$ cat src/rtl/pixel_port_pkg.sv
// shared constants and carriers for the digital pixel output port
package pixel_port_pkg;

  // component and luminance widths
  localparam int COMP_WIDTH = 12;
  localparam int LUMA_WIDTH = 16;
  // luminance field split: upper twelve, lower four, upper eight
  localparam int LUMA_HI_LSB   = 4;
  localparam int LUMA_LO_WIDTH = 4;
  localparam int LUMA_TOP_LSB  = 8;
  localparam int BLUE_DUP_LSB  = 4;

  // supported pixel clock band, in kHz
  localparam int PIXEL_CLOCK_MIN_KHZ = 2500;
  localparam int PIXEL_CLOCK_MAX_KHZ = 175000;
  // nominal pixel clock of this build, in kHz
  localparam int PIXEL_CLOCK_NOM_KHZ = 20000;

  // pixel clocks by which the active-video indicator leads the data
  localparam int BLANK_LEAD_CLOCKS = 3;

  // output value while drivers are shut down
  localparam logic [COMP_WIDTH-1:0] COMP_IDLE = 12'h000;

  // link power state, gray along off -> idle -> run
  typedef enum logic [1:0] {
    LINK_OFF  = 2'b00,
    LINK_IDLE = 2'b01,
    LINK_RUN  = 2'b11
  } link_state_e;

  // one pixel on the three colour buses
  typedef struct packed {
    logic [COMP_WIDTH-1:0] red;
    logic [COMP_WIDTH-1:0] green;
    logic [COMP_WIDTH-1:0] blue;
  } rgb_s;

  // raster timing that travels with the pixel
  typedef struct packed {
    logic csync;
    logic vsync;
    logic field;
    logic swap;
  } timing_s;

  // one pipeline slot
  typedef struct packed {
    rgb_s    pix;
    timing_s tim;
  } slot_s;

endpackage

$ cat src/rtl/half_rate_clock_gen.sv
// half-rate in-phase and quadrature clock forwarding
`timescale 1ns/1ps
module half_rate_clock_gen
  import pixel_port_pkg::*;
(
  input  wire logic clk,
  input  wire logic reset,
  input  wire logic run,
  output logic      clk_half_i,
  output logic      clk_half_q
);

  // in-phase divide
  // in-phase copy toggles on each rising pixel edge while running
  always_ff @(posedge clk) begin
    if (reset || !run) begin
      clk_half_i <= 1'b0;
    end else begin
      clk_half_i <= ~clk_half_i;
    end
  end

  // quadrature copy
  // falling edge retimes the in-phase copy, giving a quarter-period lag
  always_ff @(negedge clk) begin
    if (reset || !run) begin
      clk_half_q <= 1'b0;
    end else begin
      clk_half_q <= clk_half_i;
    end
  end
endmodule

$ cat src/rtl/pixel_output_port.sv
// transmit side of the digital pixel output port
`timescale 1ns/1ps
module pixel_output_port
  import pixel_port_pkg::*;
#(
  parameter int PIXEL_CLOCK_KHZ = PIXEL_CLOCK_NOM_KHZ,
  parameter int DATA_LEAD       = BLANK_LEAD_CLOCKS
)(
  input  wire logic                  clk,
  input  wire logic                  reset,
  input  wire rgb_s                  pixel_in,
  input  wire logic [LUMA_WIDTH-1:0] luma_in,
  input  wire logic                  active_video_in,
  input  wire timing_s               timing_in,
  input  wire logic                  frame_start,
  input  wire logic                  luminance_mode_sel,
  input  wire logic                  cable_present,
  input  wire logic                  receiver_power_indicator,
  output rgb_s                       rgb_out,
  output logic                       active_video_indicator,
  output timing_s                    timing_out,
  output logic                       data_drive_enable,
  output logic                       link_enable,
  output logic                       clk_half_i,
  output logic                       clk_half_q
);

  // clock band check
  // the datapath is one pixel per clock at any rate; refuse rates outside the band
  if (PIXEL_CLOCK_KHZ < PIXEL_CLOCK_MIN_KHZ || PIXEL_CLOCK_KHZ > PIXEL_CLOCK_MAX_KHZ) begin
    $error("pixel clock outside supported band");
  end
  // the last pipeline stage is indexed, so at least one stage must exist
  if (DATA_LEAD < 1) begin
    $error("data lead must be at least one stage");
  end

  link_state_e link_state;
  link_state_e next_link_state;
  logic        luma_mode;
  slot_s       next_slot;
  slot_s       pipe [DATA_LEAD];
  logic        run_ok;
  logic        data_ok;

  // link power state follows the cable and the receiver supply
  always_comb begin
    next_link_state = LINK_OFF;
    case (link_state)
      LINK_OFF: begin
        if (receiver_power_indicator) begin
          next_link_state = LINK_IDLE;
        end
      end
      LINK_IDLE: begin
        if (!receiver_power_indicator) begin
          next_link_state = LINK_OFF;
        end else if (cable_present) begin
          next_link_state = LINK_RUN;
        end else begin
          next_link_state = LINK_IDLE;
        end
      end
      LINK_RUN: begin
        if (!receiver_power_indicator) begin
          next_link_state = LINK_OFF;
        end else if (!cable_present) begin
          next_link_state = LINK_IDLE;
        end else begin
          next_link_state = LINK_RUN;
        end
      end
      default: begin
        next_link_state = LINK_OFF;
      end
    endcase
  end

  // supply loss shutdown
  // a bad supply forces off at once, without waiting for the state register
  assign run_ok  = receiver_power_indicator && (link_state != LINK_OFF);
  assign data_ok = run_ok && cable_present && (link_state == LINK_RUN);

  always_ff @(posedge clk) begin
    if (reset) begin
      link_state <= LINK_OFF;
    end else begin
      link_state <= next_link_state;
    end
  end

  // frame-boundary mode latch
  // a change mid-frame would tear the picture, so it waits for the frame start
  always_ff @(posedge clk) begin
    if (reset) begin
      luma_mode <= 1'b0;
    end else if (frame_start) begin
      luma_mode <= luminance_mode_sel;
    end
  end

  // pack the pixel according to the active mode
  always_comb begin
    next_slot.tim = timing_in;
    if (luma_mode) begin
      // top twelve on red and green
      next_slot.pix.red   = luma_in[LUMA_WIDTH-1:LUMA_HI_LSB];
      next_slot.pix.green = luma_in[LUMA_WIDTH-1:LUMA_HI_LSB];
      // top eight repeated on blue high
      next_slot.pix.blue[COMP_WIDTH-1:BLUE_DUP_LSB] = luma_in[LUMA_WIDTH-1:LUMA_TOP_LSB];
      next_slot.pix.blue[LUMA_LO_WIDTH-1:0] = luma_in[LUMA_LO_WIDTH-1:0];
    end else begin
      next_slot.pix = pixel_in;
    end
  end

  // data delay line
  // data sits DATA_LEAD stages longer than the indicator, giving the fixed lead
  always_ff @(posedge clk) begin
    if (reset) begin
      for (int i = 0; i < DATA_LEAD; i++) begin
        pipe[i] <= '0;
      end
    end else begin
      pipe[0] <= next_slot;
      for (int i = 1; i < DATA_LEAD; i++) begin
        pipe[i] <= pipe[i-1];
      end
    end
  end

  // data drivers quiet without a cable
  always_ff @(posedge clk) begin
    if (reset || !data_ok) begin
      rgb_out <= '{red: COMP_IDLE, green: COMP_IDLE, blue: COMP_IDLE};
    end else begin
      rgb_out <= pipe[DATA_LEAD-1].pix;
    end
  end

  // control outputs dropped on a bad supply
  always_ff @(posedge clk) begin
    if (reset || !run_ok) begin
      active_video_indicator <= 1'b0;
      timing_out             <= '0;
    end else begin
      active_video_indicator <= active_video_in;
      timing_out             <= pipe[DATA_LEAD-1].tim;
    end
  end

  // enables shown to the pad drivers, also flops
  always_ff @(posedge clk) begin
    if (reset) begin
      data_drive_enable <= 1'b0;
      link_enable       <= 1'b0;
    end else begin
      data_drive_enable <= data_ok;
      link_enable       <= run_ok;
    end
  end

  // forwarded half-rate clocks
  // clocks stop with the interface so the drivers never feed an unpowered receiver
  half_rate_clock_gen u_clk_fwd (
    .clk        (clk),
    .reset      (reset),
    .run        (run_ok),
    .clk_half_i (clk_half_i),
    .clk_half_q (clk_half_q)
  );
endmodule

$ cat config.mk
export PLATFORM = sky130hd
export DESIGN_NAME = pixel_output_port
export DESIGN_NICKNAME = d
export VERILOG_FILES = /design/src/rtl/pixel_port_pkg.sv /design/src/rtl/half_rate_clock_gen.sv /design/src/rtl/pixel_output_port.sv
export SDC_FILE = /design/constraint.sdc
export NUM_CORES = 1
export LEC_CHECK = 0
export BUFFER_PORTS_ARGS = -buffer_cell sky130_fd_sc_hd__buf_4
export CAP_MARGIN = 20
export CELL_PAD_IN_SITES_DETAIL_PLACEMENT = 1
export CELL_PAD_IN_SITES_GLOBAL_PLACEMENT = 1
export CORE_ASPECT_RATIO = 0.8
export CORE_MARGIN = 8
export CORE_UTILIZATION = 39
export CTS_BUF_LIST = sky130_fd_sc_hd__clkbuf_8
export DETAILED_ROUTE_END_ITERATION = 8
export PLACE_DENSITY_LB_ADDON = 0.1
export SLEW_MARGIN = 30
export SYNTH_ARGS = -nofsm -noshare
export SYNTH_HDL_FRONTEND = slang
export SYNTH_SLANG_ARGS = --single-unit
$ cat constraint.sdc
create_clock -name clk -period 1.23 [get_ports clk]
set_clock_uncertainty 0.2 [all_clocks]
set_input_delay 0.123 -clock clk [delete_from_list [all_inputs] [get_ports clk]]
set_output_delay 0.123 -clock clk [all_outputs]
set_load 0.02 [all_outputs]
=== Yosys cells after proc, flatten, opt, wreduce, memory -nomap -nowiden ===
Memories as Yosys holds them, arrays and structs flattened.
Cells that the tools add are included.

* Bits in registers: 48
* Latch bits: 0
* Memory bits (writable): 120
* ROM bits: 0
* Input bits: 63
* Output and inout bits: 45
* Logic and storage cells: 42
* Memories: 1

* Add/sub/neg operators: 0
* $mul: 0
* Div/mod/pow operators: 0
* Magnitude comparators: 0
* Eq/ne operators: 2
* Shift operators: 0
* Muxes and demuxes: 11
* Bitwise logic cells: 4
* Reductions and logical operators: 10

{| class="wikitable"
|+ Memory list
! name !! depth !! width !! read ports !! clocked after memory_dff !! write ports !! line !! RTL
|-
| pipe || 3 || 40 || 3 || 0 || 3 || pixel_output_port.sv:42 || <nowiki>slot_s pipe [DATA_LEAD];</nowiki>
|}

{| class="wikitable"
|+ Operators by type and width
! kind !! number
|-
| two-way mux 40 bit || 3
|-
| two-way mux 36 bit || 1
|-
| two-way mux 1 bit || 4
|-
| two-way mux 2 bit || 2
|-
| case mux 2 bit (2 select lines) || 1
|-
| logical AND 1 bit || 3
|-
| bitwise OR 1 bit || 3
|-
| == test 2 x 1 -> 1 bit (second input constant) || 1
|-
| == test 2 bit (second input constant) || 1
|-
| zero test 1 bit || 2
|-
| zero test 2 bit || 1
|-
| logical OR 1 bit || 2
|-
| nonzero test 2 bit || 1
|-
| OR reduction 2 bit || 1
|-
| NOT 1 bit || 1
|}

=== Depth between registers and ports, before layout ===
* Depth in word-level cells: 6
* Gate-level depth with buffers: 4
* Depth with buffers taken out: 2

=== Cells and area by module ===
From an unflattened synthesis, not the netlist that was laid out.

* Cells, all modules: 420
* Area, all modules: 5052.3 um^2

{| class="wikitable"
|+ By module, submodules not included
! module !! instances !! cells an instance !! area each (um^2)
|-
| pixel_output_port || 1 || 415 || 4987.3
|-
| half_rate_clock_gen || 1 || 5 || 65.1
|}

==> impl_results.md <==
- Outcome: finished, violations left
- Failing checks: negative setup slack
- FP Rows: 36
- Met2 Track Usage GR: 27.1%
- CP peak stage delay: 330 ps
- WP data arrival: between 1500 and 2000 ps
- Final std cells w/o fill: 768
- Clock latency on the worst-skew pair: between 400 and 500 ps
- Mean Syn Cell Area: roughly 12 µm²
- Filler cells: around 1200
- First-pass GRT wire length: 19700 µm
- Final WL: 13300 µm
- Grt met3 use: roughly 5.2%
- Clock buffer depth: 2
- Reg clk slew, reported paths: 90 ps
- Max-slew headroom: 69.7%
- I/O Buffers: between 100 and 150
- Clock sinks: 168
- Num ports: between 100 and 150
- Global route overflow: 0
- H-Tree Depth: 4
- WS Path Type: flip-flop to output pin
- Floorplan core area: between 10000 and 15000 µm²
- Commonest non-fill, non-tap cells in the layout: dfxtp_1 (120), nor2b_1 (84), buf_4 (70)
- Pwr/cell area: 1410 nW/µm²
- Initial Util: between 30% and 40%
- Mapped Nets: 481
- # DRC: 0
- Leakage Power: 3.23 nW
- Avg WL per Cell: about 17 µm
- Largest net degree at the start of global routing: 110
- Post-DP Area: 5830 µm²
- Area of the multi-input gates: 1390 µm²
- Crit end category: output pin
- GPL Wtd Cong: between 0.7 and 0.8
- Final Power: 10.3 mW
- Met1 Usage GRT: 18.0%
- Area Overhead vs Synth: 51.5%
- Vias in the first global route: 3670
- Clk root buf: clkbuf_8
- Worst path depth: 1
- Slowest stage cell, crit path: dfxtp_4
- Worst vdd ir: about 0.7 mV
- # setup viols final: 42
- Worst min path class: input pin to flip-flop
- Finished Cell Area: 7330 µm²
- Worst Hold Depth: 4
- Gr usage total: 15.8%
- Cell chain of the critical path: buf_6
- Hpwl dp: 6810 µm
- Crit-path leading delay family: flip-flops
- CTS Buf Count: 17
- Critical Path RT: 910 ps
- Die Span X: ~140 µm
- Reg area: 3430 µm²
- #FFs+latches synth: 168
- Final Max Tran Viols: 0
- Post-Syn Instances: 418
- Via count: 3417
- TritonRoute pass-1 iters: 4
- Critical-path maximum fanout: 1
- Worst r2r path cells: 2
- Synth warnings: 0
- Nets: ~670
- Fin. Hold Viols: 0
- Buffers and inverters on the worst path: 1
- Share of layout cells above drive strength 1: 36.0%
- Final Util: 60.3%
- Most common cell after layout, fill and taps aside: dfxtp_1
- Vias per cell: 4.45
- Antenna Cells: 0
- Tightest Pin Transition: roughly 460 ps
- Synth unique cells: 17
- Placed cell count: 661
- Max-cap viol count: 0
- TritonCTS clock tree: yes
- Global routing's busiest layer: met2
- Initial antenna violation count: 0
- Worst setup SP type: flip-flop
- Antenna viol nets, final: 0
- DR iter-0 viols: around 120
- RSZ-0062 raised after global routing: true
- Die H: 116 µm
- Post-Syn Area: approximately 4800 µm²
- Final WS setup: -609 ps
- Die area: 16200 µm²
- Post-synthesis sequential area ratio: a little over two thirds
==> registers in the layout (all words and copies together) (netlist names) <==
register,cells
active_video_indicator,1
data_drive_enable,1
link_enable,1
link_state,2
luma_mode,1
pipe,120
rgb_out,36
timing_out,4
u_clk_fwd.clk_half_i,1
u_clk_fwd.clk_half_q,1
==> worst paths after layout <==
path | slack [ps] | startpoint | endpoint
min reg2reg | 230 | pipe[0][64]$_SDFF_PP0_ | pipe[0][104]$_SDFF_PP0_
max | -610 | u_clk_fwd.clk_half_q$_SDFF_NP0_ | clk_half_q
max reg2reg | -220 | link_state[0]$_SDFF_PP0_ | u_clk_fwd.clk_half_q$_SDFF_NP0_
min | 150 | receiver_power_indicator | data_drive_enable$_SDFF_PP0_
==> layout make-up <==
type	instances	area share [%]
inverter	1	0.0512
multi-input combinational	221	19.0
sequential	168	46.8
clock buffer	21	3.94
timing repair buffer	193	26.2
clock inverter	12	1.48
tap	152	2.59
==> worst min-delay path: stages <==
cell and delay [ps]:
buf_4 120, and3b_4 250, buf_6 150, and2_1 120
==> through the flow <==
step | worst slack (ps) | hold WS (ps) | TNS (ps)
global route | -646 | 130 | -10050
floorplan | -248 | 44.6 | -305
CTS | -630 | 106 | -4380
finish | -609 | 150 | -6680
detailed placement | -283 | 141 | -9920
global placement | -230 | 134 | -6840
==> where the power goes <==
group          switching [mW]  internal, mW  leakage [nW]
Sequential             0.0524          5.63          1.40
Combinational           0.307         0.457          1.60
Clock                    1.91          1.99         0.227
==> layer usage <==
metal / vias up / routed length, µm
met5: - / 0
met4: 0 / 132
met3: 12 / 757
met2: 91 / 6580
met1: 1615 / 5840
li1: 1699 / -
==> cell usage after synthesis (all sizes together) <==
| master | n | area, µm² |
|---|---|---|
| nand2b | 33 | 206 |
| dfxtp | 168 | 3360 |
| inv | 2 | 7.51 |
| nor2b | 84 | 526 |
| nor2 | 7 | 26.3 |
| and2 | 3 | 18.8 |
| and3 | 36 | 225 |
| buf | 19 | 114 |
| clkbuf | 8 | 32.5 |
| and3b | 1 | 8.76 |
| nor3 | 1 | 5.00 |
| mux2i | 5 | 50.1 |
| a21oi | 33 | 165 |
| nand2 | 12 | 45.0 |
| nor3b | 6 | 45.0 |
==> cells by family (layout without fill, tap and decap cells) <==
group,Yosys count,in the layout,share of synthesized area (%)
AOI/OAI and AO/OA,33,33,3.41
muxes,5,5,1.03
and+or+nand+nor,183,183,22.9
DFF,168,168,69.5
buffers and inverters,29,227,3.18
==> what timing repair did <==
item,CTS,global route
hold endpoints to repair,58,0
cloned,1,8
hold buffers,62,0
resized for setup,94,19
setup endpoints to repair,84,94
pin swaps,2,8
setup buffers,2,2
Note: power is estimated with default switching activity, not from simulation.
